`src/pkg/sic_defines.vh`:
```
`ifndef SIC_DEFINES_VH
`define SIC_DEFINES_VH
`define SIC_ADDR_TIMING 12'h400
`define SIC_ADDR_OUTCTL 12'h404
`define SIC_ADDR_STATUS 12'h408
`define SIC_TIMING_RST 32'h00000000
`define SIC_OUTCTL_RST 32'h00000000
`define SIC_TIMING_MASK 32'h680000FF
`define SIC_OUTCTL_MASK 32'h00C00000
`define SIC_BIT_VS_INV 30
`define SIC_BIT_HS_INV 29
`define SIC_BIT_REGEN 27
`define SIC_LEAD_HI 7
`define SIC_LEAD_LO 5
`define SIC_TRAIL_HI 4
`define SIC_TRAIL_LO 0
`define SIC_BIT_HS_OUT_POL 22
`define SIC_BIT_VS_OUT_POL 23
`define SIC_SYNC_STAGES 2
`endif

```
`src/design/sic_sync2.v`:
```
module sic_sync2 (
   input wire core_clk,
   input wire rst_n,
   input wire din,
   output reg dout
);
   reg meta_q;
   // First stage is read only by the second stage
   always @(posedge core_clk or negedge rst_n)
   begin
      if (!rst_n)
      begin
         meta_q <= 1'b0;
         dout <= 1'b0;
      end
      else
      begin
         meta_q <= din;
         dout <= meta_q;
      end
   end
endmodule // sic_sync2

```
`src/design/sic_sync_input_conditioner.v`:
```
// Summary of operation
// - Internal timing starts at the leading edge of each input sync pulse.
// - Each sync input passes a selectable inverter; one inverts, zero passes.
// - Frame sync invert bit 30: zero rests low, one rests high.
// - Line sync invert bit 29: zero active high default, one active low.
// - Regen select zero forwards corrected line sync unmodified to output.
// - Regen select one regenerates output line sync from timing bits 7:0.
// - Regenerated output polarity follows separate output polarity bit.
// - Lead code 000 no delay; codes 001..111 delay 2..8 pixel clocks.
// - No lead setting gives exactly one pixel clock of delay.
// - Delays count in pixel-clock steps from corrected input rising edge.
// - Lead field bits 7:5 act only when regen select bit 27 set.
// - Trailing at or before leading edge produces no output pulse.
// - Frame sync input polarity never affects output frame polarity bit 23.
// - Timing register resets to all zeros.
// - Trail field delays trailing edge by its value; 00000 gives no pulse.
// - Edge fields apply only when regen select bit is one.
`include "sic_defines.vh"
module sic_sync_input_conditioner #(
   parameter CNT_W = 6
) (
   input wire core_clk,
   input wire rst_n,
   input wire wb_cyc_i,
   input wire wb_stb_i,
   input wire wb_we_i,
   input wire [11:0] wb_adr_i,
   input wire [3:0] wb_sel_i,
   input wire [31:0] wb_dat_i,
   output reg [31:0] wb_dat_o,
   output reg wb_ack_o,
   output reg wb_err_o,
   input wire pixel_clock,
   input wire frame_sync_in,
   input wire line_sync_in,
   output reg line_sync_out,
   output reg frame_sync_start,
   output reg line_sync_start,
   output reg frame_out_invert
);
   reg [31:0] timing_q;
   reg [31:0] outctl_q;
   reg [31:0] wmask_d;
   reg [31:0] rdata_d;
   reg hit_d;
   wire pix_s;
   wire vs_s;
   wire hs_s;
   reg pix_q;
   reg vs_q;
   reg hs_q;
   reg [CNT_W-1:0] cnt_q;
   reg run_q;
   reg pulse_q;
   reg [CNT_W-1:0] lead_d;
   wire [CNT_W-1:0] trail_w;
   wire vsync_in_invert;
   wire hsync_in_invert;
   wire line_sync_regen_sel;
   wire vs_corr;
   wire hs_corr;
   wire pix_rise;
   wire hs_rise;
   wire vs_rise;
   wire req;
   wire wr_timing;
   wire wr_outctl;
   wire lead_reached;
   wire trail_done;
   wire pulse_d;

   integer i;

   assign vsync_in_invert = timing_q[`SIC_BIT_VS_INV];
   assign hsync_in_invert = timing_q[`SIC_BIT_HS_INV];
   assign line_sync_regen_sel = timing_q[`SIC_BIT_REGEN];
   assign trail_w = {{(CNT_W-5){1'b0}}, timing_q[`SIC_TRAIL_HI:`SIC_TRAIL_LO]};

   sic_sync2 u_sync_pix (
      .core_clk(core_clk),
      .rst_n(rst_n),
      .din(pixel_clock),
      .dout(pix_s)
   );
   sic_sync2 u_sync_vs (
      .core_clk(core_clk),
      .rst_n(rst_n),
      .din(frame_sync_in),
      .dout(vs_s)
   );
   sic_sync2 u_sync_hs (
      .core_clk(core_clk),
      .rst_n(rst_n),
      .din(line_sync_in),
      .dout(hs_s)
   );

   // Flipping an invert bit while its input rests looks like an edge; set it first
   // Selectable inverters bring each leading edge up as a rising edge
   assign vs_corr = vs_s ^ vsync_in_invert;
   assign hs_corr = hs_s ^ hsync_in_invert;

   // Corrected sync edges are detected on pixel clock rising edges only
   assign pix_rise = pix_s & ~pix_q;
   assign hs_rise = pix_rise & hs_corr & ~hs_q;
   assign vs_rise = pix_rise & vs_corr & ~vs_q;

   always @*
   begin
      // Code 000 is no delay, then 2..8; one clock is not reachable
      case (timing_q[`SIC_LEAD_HI:`SIC_LEAD_LO])
         3'h0: lead_d = {CNT_W{1'b0}};
         3'h1: lead_d = {{(CNT_W-4){1'b0}}, 4'h2};
         3'h2: lead_d = {{(CNT_W-4){1'b0}}, 4'h3};
         3'h3: lead_d = {{(CNT_W-4){1'b0}}, 4'h4};
         3'h4: lead_d = {{(CNT_W-4){1'b0}}, 4'h5};
         3'h5: lead_d = {{(CNT_W-4){1'b0}}, 4'h6};
         3'h6: lead_d = {{(CNT_W-4){1'b0}}, 4'h7};
         3'h7: lead_d = {{(CNT_W-4){1'b0}}, 4'h8};
         default: lead_d = {CNT_W{1'b0}};
      endcase
   end

   assign req = wb_cyc_i & wb_stb_i & ~wb_ack_o & ~wb_err_o;
   assign wr_timing = req & hit_d & wb_we_i & (wb_adr_i == `SIC_ADDR_TIMING);
   assign wr_outctl = req & hit_d & wb_we_i & (wb_adr_i == `SIC_ADDR_OUTCTL);

   always @*
   begin
      wmask_d = 32'h00000000;
      for (i = 0; i < 4; i = i + 1)
      begin
         wmask_d[i*8 +: 8] = {8{wb_sel_i[i]}};
      end
      hit_d = 1'b1;
      case (wb_adr_i)
         `SIC_ADDR_TIMING: rdata_d = timing_q;
         `SIC_ADDR_OUTCTL: rdata_d = outctl_q;
         `SIC_ADDR_STATUS: rdata_d = {29'h00000000, run_q, hs_corr, vs_corr};
         default:
         begin
            rdata_d = 32'h00000000;
            hit_d = 1'b0;
         end
      endcase
   end

   // A held request is not taken again while its answer is out
   always @(posedge core_clk or negedge rst_n)
   begin
      if (!rst_n)
      begin
         wb_dat_o <= 32'h00000000;
         wb_ack_o <= 1'b0;
         wb_err_o <= 1'b0;
      end
      else
      begin
         wb_ack_o <= req & hit_d;
         wb_err_o <= req & ~hit_d;
         if (req & hit_d)
         begin
            wb_dat_o <= rdata_d;
         end
         else
         begin
            wb_dat_o <= 32'h00000000;
         end
      end
   end

   always @(posedge core_clk or negedge rst_n)
   begin
      if (!rst_n)
      begin
         timing_q <= `SIC_TIMING_RST;
      end
      else if (wr_timing)
      begin
         // Spare bits are masked off so they always read back as zero
         timing_q <= ((timing_q & ~wmask_d) | (wb_dat_i & wmask_d)) & `SIC_TIMING_MASK;
      end
   end

   always @(posedge core_clk or negedge rst_n)
   begin
      if (!rst_n)
      begin
         outctl_q <= `SIC_OUTCTL_RST;
      end
      else if (wr_outctl)
      begin
         outctl_q <= ((outctl_q & ~wmask_d) | (wb_dat_i & wmask_d)) & `SIC_OUTCTL_MASK;
      end
   end

   // Previous synced pixel clock level, for finding its rising edge
   always @(posedge core_clk or negedge rst_n)
   begin
      if (!rst_n)
      begin
         pix_q <= 1'b0;
      end
      else
      begin
         pix_q <= pix_s;
      end
   end

   // Corrected sync history moves only at pixel clock rising edges
   always @(posedge core_clk or negedge rst_n)
   begin
      if (!rst_n)
      begin
         vs_q <= 1'b0;
         hs_q <= 1'b0;
      end
      else if (pix_rise)
      begin
         vs_q <= vs_corr;
         hs_q <= hs_corr;
      end
   end

   // Start pulses last one core cycle, whatever the pixel clock period
   always @(posedge core_clk or negedge rst_n)
   begin
      if (!rst_n)
      begin
         frame_sync_start <= 1'b0;
         line_sync_start <= 1'b0;
      end
      else
      begin
         frame_sync_start <= vs_rise;
         line_sync_start <= hs_rise;
      end
   end

   // Output frame polarity comes only from its own bit
   always @(posedge core_clk or negedge rst_n)
   begin
      if (!rst_n)
      begin
         frame_out_invert <= 1'b0;
      end
      else
      begin
         frame_out_invert <= outctl_q[`SIC_BIT_VS_OUT_POL];
      end
   end

   assign lead_reached = cnt_q >= lead_d;
   assign trail_done = cnt_q >= trail_w;
   // Trail 0 or a trail at or before the lead never opens the window
   assign pulse_d = run_q & lead_reached & ~trail_done;

   // Pixel counter from the corrected leading edge; it stops past the trailing edge
   always @(posedge core_clk or negedge rst_n)
   begin
      if (!rst_n)
      begin
         cnt_q <= {CNT_W{1'b0}};
         run_q <= 1'b0;
      end
      else if (hs_rise)
      begin
         cnt_q <= {CNT_W{1'b0}};
         run_q <= 1'b1;
      end
      else if (pix_rise && run_q)
      begin
         cnt_q <= cnt_q + {{(CNT_W-1){1'b0}}, 1'b1};
         if (trail_done)
         begin
            run_q <= 1'b0;
         end
      end
   end

   always @(posedge core_clk or negedge rst_n)
   begin
      if (!rst_n)
      begin
         pulse_q <= 1'b0;
         line_sync_out <= 1'b0;
      end
      else
      begin
         pulse_q <= pulse_d;
         if (line_sync_regen_sel)
         begin
            line_sync_out <= pulse_q ^ outctl_q[`SIC_BIT_HS_OUT_POL];
         end
         else
         begin
            // Pass-through applies no output polarity
            line_sync_out <= hs_corr;
         end
      end
   end
endmodule // sic_sync_input_conditioner

```
`config.mk`:
```
export PLATFORM = sky130hd
export DESIGN_NAME = sic_sync_input_conditioner
export DESIGN_NICKNAME = d
export VERILOG_FILES = /design/src/design/sic_sync2.v /design/src/design/sic_sync_input_conditioner.v
export VERILOG_INCLUDE_DIRS = /design/src /design/src/pkg
export SDC_FILE = /design/constraint.sdc
export NUM_CORES = 1
export LEC_CHECK = 0
export BUFFER_PORTS_ARGS = -buffer_cell sky130_fd_sc_hd__buf_2
export CORE_ASPECT_RATIO = 0.7
export CORE_MARGIN = 2
export CORE_UTILIZATION = 50
export CTS_BUF_LIST = sky130_fd_sc_hd__clkbuf_4 sky130_fd_sc_hd__clkbuf_8
export DETAILED_ROUTE_END_ITERATION = 6
export PLACE_DENSITY = 0.82
export REMOVE_ABC_BUFFERS = 1
export SYNTH_ARGS = -nofsm -noshare
export SYNTH_HDL_FRONTEND = slang
export SYNTH_SLANG_ARGS = --single-unit
```
`constraint.sdc`:
```
create_clock -name core_clk -period 5.04 [get_ports core_clk]
set_input_delay 0 -clock core_clk [delete_from_list [all_inputs] [get_ports core_clk]]
set_output_delay 0 -clock core_clk [all_outputs]
set_load 0.02 [all_outputs]
```
* Word-level counts from Yosys, hierarchy flattened
Memories as Yosys holds them, arrays and structs flattened. Cells that the tools add are included. Widths: inputs -> output; s select.
Word-level totals: flip-flop bits (word level) 68, ROM bits 32, input port bits 56, output and inout port bits 38, logic and storage cells 73, memories kept 1
Cells by class: add/sub/neg operators 1, order comparisons 2, equal/unequal tests 3, muxes and demuxes 9, bitwise operators 31, reduce and logical (&&, ||, !) cells 5
Memories:
- (no name shown) | words 8, width 4, read ports 1, clocked after Yosys merged registers in 0, write ports 0, line sic_sync_input_conditioner.v:111 | case (timing_q[`SIC_LEAD_HI:`SIC_LEAD_LO])
Operator list (count):
- $pmux 31 s3 | 1
- $and 31x31->31 | 2
- $eq 12x11->1 const B | 3
- $mux 31 | 1
- $not 31->31 | 1
- $or 31x31->31 | 1
- $and 24x24->24 | 1
- $or 24x24->24 | 1
- $and 1x1->1 | 15
- $mux 6 | 2
- $not 1->1 | 7
- $add 6x1->6 const B | 1
- $ge 6x5->1 | 1
- $ge 6x6->1 | 1
- $mux 1 | 5
- $reduce_bool 2->1 | 2
- $reduce_or 3->1 | 1
- $xor 1x1->1 | 3
- $reduce_and 2->1 | 1
- $logic_and 1x1->1 | 1

* Logic depth before layout (Yosys ltp)
Gate-level depths: netlist of the first run.
depth in word-level cells 6, depth in mapped cells 8, gate-level depth less buffers 8

* Modules after synthesis
Synthesis of the first run repeated with hierarchy kept, for this count alone.
Second synthesis, totals: cells, all modules 195, area, all modules 2333.5 µm²
Modules (own cells, without submodules):
- sic_sync_input_conditioner | times used 1, cells each 189, area an instance 2183.3 µm², sequential area each 1076.0 µm²
- sic_sync2 | times used 3, cells each 2, area an instance 50.0 µm², sequential area each 50.0 µm²

* Worst setup path after synthesis of the first run
OpenSTA, ideal clock, no wires.
kind register to register, from register (tool-made name), to register pulse_q, library setup time 0.129 ns, arrival time 1.625 ns, required time 4.911 ns, slack 3.286 ns, stages on the path, launching flop included 8, path buffers 0, period minus slack after synthesis 1.754 ns, path through dfrtp_1 inv_1 ha_1 mux2_2 ha_1 o21ai_0 a21oi_1 o41a_1
RTL lines:
- end signal: assignment | line sic_sync_input_conditioner.v:290 | pulse_q <= pulse_d;
- end: declaration | line sic_sync_input_conditioner.v:54 | reg pulse_q;

==> impl_metrics.ini, run 1 <==
[placed_design]
dp_hpwl_mm = 3.136
dp_slack_ns = 3.141
place.gp.congestion = 0.8318
postPlaceCellArea_um2 = 2555
io_buffers = 54

[floorplan]
fp.dieH_um = 60.77
die_area_um2 = 5172
core-area_um2 = 4379
fp-row-count = 20
die_x_um = 85.11
ios = 94
initial_core_util = 0.5257

[finish]
seq_area_um2 = 1226
final_common_cell = buf_2
final_cell_mix = buf_2 (54), dfrtp_1 (49), dlygate4sd3_1 (20)
insertedDiodeCount = 0
design_area_um2 = 2846
syn2layout_area_growth_pct = 23.64
fin_util = 0.6500
multiInputGateArea_um2 = 959.7
fillers = 334
layout-drive-gt1-share = 0.3051
nets = 340

[sta]
post-route-period-util = 0.3774
finalMaxSlewViolations = 0
worst_slew_pin_slew_ns = 1.013
skew_ns = 0.01100
layout_setup_ws_ns = 3.138
fin_setup_tns_ns = 0
setup_viol = 0
fmax_ghz = 0.5257
rsz0062_at_grt = false
hold_viol = 0
post-route-min-period_ns = 1.902
slew_headroom = 0.3249

[worst_setup_path]
cp.depth = 7
cp_top_family = compound AO/OA/AOI/OAI gates
endpoint_kind = register
crit_type = reg2reg
worst_setup_path_start_kind = register
crit_chain = inv_1 -> ha_1 -> mux2_2 -> ha_1 -> o21ai_0 -> a21oi_1 -> o41a_1
ff2ff_setup_slack_ns = 3.14
path_common_cell = ha_1
rr_worst_depth = 7
critPathArrivalTime_ns = 2.10
required_ns = 5.24
slowest_delay_ns = 0.42
cp_max_fo = 5
critical_path.slowest_cell = dfrtp_1
crit_buf_inv = 1

[clock_tree]
post_cts_resized = 0
cts_tree = built
clock_tree.root_cell = clkbuf_8
clk_pin_slew_worst_paths_ns = 0.09
cts_setup_buffers = 0
cts_buffer_depth = 2
cts_hold_buf = 20
cts_made_buffers = 5
htreeDepth = 2
clkLatencyLatePin_ns = 0.31
clock-sinks = 49

[detailed_routing]
drt-total-wl_mm = 4.256
num_vias = 1585
avgViaCountPerCell = 4.847
drc = 0
ant_nets = 0
drtIter0Drc = 36
dr.pass1.iters = 4
wl_per_cell_um = 13.02

[synthesis]
synth_edf_count = 0
syn-cell-area_um2 = 2302
synth_top_area_share = 0.5326
synth_top_area_cell = dfrtp_1
synth_flop_cell = dfrtp_1
ys_types = 34
async_flop_share = 1.000
yosys_register_bits = 49
yosys-top-cells-area = dfrtp_1 (53%), ha_1 (7.1%), mux2_2 (6.8%)
avgSynthCellArea_um2 = 11.87
yosysSeqAreaShare = 0.5326
ys.warnings.count = 0
synth_cells = 194

[pwr]
p_leak_nw = 1.479
totalPowerFinal_mw = 0.8215
power_density_nw_per_um2 = 288.6
ir_drop_mv = 0.2113

[global_routing]
gr-usage-all-layers = 0.1886
grt_pass1_vias = 1617
grt_pass1_wl_mm = 7.355
grt-ovfl-total = 0
grt_max_degree = 50
antenna_found_initial = 0

[min_path]
holdCritPathClass = in2reg
whs_path_depth = 2

[status]
status = complete, no violations

[job]
cap_violations = 0
Yosys cell counts, types with 3 or more instances:
| library cell | count |
|---|---|
| inv_1 | 8 |
| mux2_2 | 14 |
| xor2_1 | 5 |
| a21oi_1 | 4 |
| clkbuf_1 | 3 |
| ha_1 | 13 |
| xnor2_1 | 3 |
| dfrtp_1 | 49 |
| a211oi_1 | 3 |
| nand2b_1 | 4 |
| and2_1 | 8 |
| buf_4 | 19 |
| o21ai_0 | 3 |
| mux2i_1 | 3 |
| nand4_1 | 3 |
| nor2_1 | 16 |
| nand2_1 | 14 |
logic make-up (layout without fill, tap and decap cells):
| kind of cell | after synthesis | after routing | synth area share |
|---|---|---|---|
| xor gates and xnor gates | 8 | 8 | 0.03044 |
| adders and majority gates | 13 | 13 | 0.07065 |
| other | 1 | 19 | 0.001629 |
| muxes | 17 | 17 | 0.08152 |
| AOI/OAI and AO/OA | 14 | 14 | 0.04130 |
| DFF | 49 | 49 | 0.5326 |
| and+or+nand+nor | 62 | 62 | 0.1620 |
| buffers and inverters | 30 | 90 | 0.07989 |
worst register-to-register path, stage by stage, from the launching register on:
cell	delay, ns
dfrtp_1	0.42
inv_1	0.08
ha_1	0.19
mux2_2	0.26
ha_1	0.27
o21ai_0	0.17
a21oi_1	0.09
o41a_1	0.32
area by class of cell:
cell class / instances / share of cell area
Sequential cell: 49 / 0.4308
Multi-Input combinational cell: 133 / 0.3371
Timing Repair Buffer: 74 / 0.1653
Clock buffer: 6 / 0.02681
Tap cell: 55 / 0.02418
Inverter: 8 / 0.01055
Clock inverter: 2 / 0.005275
path summary, 6_finish.rpt:
| path | from | end |
|---|---|---|
| setup / recovery | register | pulse_q |
| min in group asynchronous | rst_n | line_sync_out |
| hold reg to reg | u_sync_vs.meta_q | u_sync_vs.dout |
| hold / removal | wb_adr_i[3] | wb_dat_o[23] |
| setup reg to reg | register | pulse_q |
| max in group asynchronous | rst_n | cnt_q[4] |
power breakdown:
part | internal (mW) | total, mW | switching (mW)
Clock | 0.103 | 0.234 | 0.131
Sequential | 0.417 | 0.443 | 0.0258
Combinational | 0.0678 | 0.144 | 0.0767
metrics by stage:
step           instances  hold WS, ns
6_report             327      0.07333
3_3_place_gp         299       0.1090
2_1_floorplan        190      -0.2956
4_1_cts              327      0.06020
3_5_place_dp         299       0.1099
5_1_grt              327      0.07930
layer usage:
layer	global-route usage	share of wire	vias up
met5	0	0	-
met4	0.06803	0.016	0
met3	0.04762	0.054	8
met2	0.3237	0.46	44
met1	0.2383	0.47	754
li1	-	-	779
Power figures use the tool's default switching activity.
==> run 2, diff against run 1 <==
--- a/config.mk
+++ b/config.mk
@@ -9,10 +9,10 @@
 export BUFFER_PORTS_ARGS = -buffer_cell sky130_fd_sc_hd__buf_2
 export CORE_ASPECT_RATIO = 0.7
 export CORE_MARGIN = 2
-export CORE_UTILIZATION = 50
+export CORE_UTILIZATION = 45
 export CTS_BUF_LIST = sky130_fd_sc_hd__clkbuf_4 sky130_fd_sc_hd__clkbuf_8
 export DETAILED_ROUTE_END_ITERATION = 6
-export PLACE_DENSITY = 0.82
+export PLACE_DENSITY = 0.78
 export REMOVE_ABC_BUFFERS = 1
 export SYNTH_ARGS = -nofsm -noshare
 export SYNTH_HDL_FRONTEND = slang
==> constraint.sdc (replaced) <==
create_clock -name core_clk -period 1.65 [get_ports core_clk]
set_input_delay 0 -clock core_clk [delete_from_list [all_inputs] [get_ports core_clk]]
set_output_delay 0 -clock core_clk [all_outputs]
set_load 0.02 [all_outputs]
==> run 2 against run 1 <==
Against the previous run:
- cell count up 8.0%
- critical path type unchanged
- the flow now finishes with violations (negative setup slack)
- clock-buffer cell count unchanged
- clock skew is 0.0034 ns lower
- sequential cell count stayed put
- highest routed layer unchanged
- utilization fell by 2.9 points
- via count rose by 2.3%
- first-iteration DRC count up 50%
==> impl_metrics.ini, run 2 (synthesized netlist as in run 1, its figures left out) <==
[floorplan]
fp-row-count = 21
die_x_um = 89.49
core-area_um2 = 4861
fp.dieH_um = 63.85
initial_core_util = 0.4736
ios = 94
die_area_um2 = 5713

[clock_tree]
cts_tree = built
clk_pin_slew_worst_paths_ns = 0.09
clkLatencyLatePin_ns = 0.30
clock-sinks = 49
htreeDepth = 2
cts_made_buffers = 5
clock_tree.root_cell = clkbuf_8
cts_buffer_depth = 2

[placed_design]
dp_slack_ns = -0.1784
io_buffers = 54
dpl.cell_count = 324
postPlaceCellArea_um2 = 2655
place.gp.congestion = 0.7964
dp_hpwl_mm = 3.256

[worst_setup_path]
critical_path.slowest_cell = dfrtp_1
cp_max_fo = 2
crit_buf_inv = 1
cp_top_family = compound AO/OA/AOI/OAI gates
required_ns = 1.84
worst_setup_path_start_kind = register
critPathArrivalTime_ns = 1.91
crit_chain = inv_1 -> ha_1 -> mux2_4 -> ha_4 -> o21ai_2 -> a21oi_1 -> o41a_1
slowest_delay_ns = 0.38
endpoint_kind = register
crit_type = reg2reg

[finish]
multiInputGateArea_um2 = 1018
final_cell_mix = buf_2 (54), dfrtp_1 (49), conb_1 (19)
seq_area_um2 = 1226
syn2layout_area_growth_pct = 31.20
fin_cells = 353
fillers = 385
layout-drive-gt1-share = 0.3662
final_common_cell = buf_2
nets = 352
design_area_um2 = 3020
insertedDiodeCount = 0
fin_util = 0.6214

[sta]
post-route-min-period_ns = 1.718
rsz0062_at_grt = true
skew_ns = 0.007641
hold_viol = 0
worst_slew_pin_slew_ns = 0.5946
post-route-period-util = 1.041
setup_viol = 1
layout_setup_ws_ns = -0.06767
slew_headroom = 0.6036
finalMaxSlewViolations = 0
fmax_ghz = 0.5822

[global_routing]
grt_pass1_vias = 1682
grt_max_degree = 50
antenna_found_initial = 0
grt_pass1_wl_mm = 7.555
grt-ovfl-total = 0
gr-usage-all-layers = 0.1746

[detailed_routing]
drtIter0Drc = 54
ant_nets = 0
drc = 0
drt-total-wl_mm = 4.630
wl_per_cell_um = 13.12
avgViaCountPerCell = 4.592
num_vias = 1621
dr.pass1.iters = 4

[pwr]
p_leak_nw = 1.564
power_density_nw_per_um2 = 842.9
ir_drop_mv = 0.4373
totalPowerFinal_mw = 2.546

[job]
cap_violations = 0

[min_path]
holdCritPathClass = in2reg
hold_start = wb_stb_i

[status]
violations = negative setup slack
status = finished with violations
==> run 2: final timing paths <==
path | to | slack (ns) | cells after the start
setup / recovery | pulse_q | -0.07 | 7
hold / removal | wb_err_o | 0.01 | 3
setup reg to reg | pulse_q | -0.07 | 7
hold reg to reg | u_sync_vs.dout | 0.35 | 0
max in group asynchronous | asynchronous set/reset pin | 0.93 | 3
min in group asynchronous | wb_dat_o[30] | 0.31 | 3
==> run 2: area by class of cell <==
cell class                 instances  area share
sequential                        49      0.4060
multi-input combinational        133      0.3372
timing repair buffer              86      0.1897
tap                               69     0.02858
clock buffer                       6     0.02527
inverter                           8    0.009942
clock inverter                     2    0.003314
==> run 2: worst min-delay path: cells and delay by family <==
kind	cells	cell delay [ns]
buf+inv	1	0.11
simple gates	2	0.18
==> run 2: layer usage <==
layer  vias up  share of wire  track usage
li1        792              -            -
met1       788           0.46       0.2283
met2        39           0.49       0.2861
met3         2          0.040      0.05556
met4         0         0.0058      0.03358
met5         -              0            0
==> run 2: repair_timing <==
action                                  4_1_cts  5_1_grt
endpoints found under the hold margin        65        0
setup buffers                                 2        2
endpoints found under the setup margin        9       15
gates resized for setup                       5       15
hold buffers                                 17        0
pin swaps                                     2        3
==> run 2: power breakdown <==
| part | switching, mW | internal, mW |
|---|---|---|
| registers | 0.0777 | 1.27 |
| logic | 0.261 | 0.239 |
| clock network | 0.383 | 0.311 |
==> run 2: through the flow <==
stage / TNS (ns) / hold slack (ns)
2_1_floorplan: -0.1041 / -0.2956
3_3_place_gp: -0.1038 / 0.1083
3_5_place_dp: -0.2764 / 0.1093
4_1_cts: -0.06327 / 0.009313
5_1_grt: -0.6075 / 0.002993
6_report: -0.06767 / 0.01384
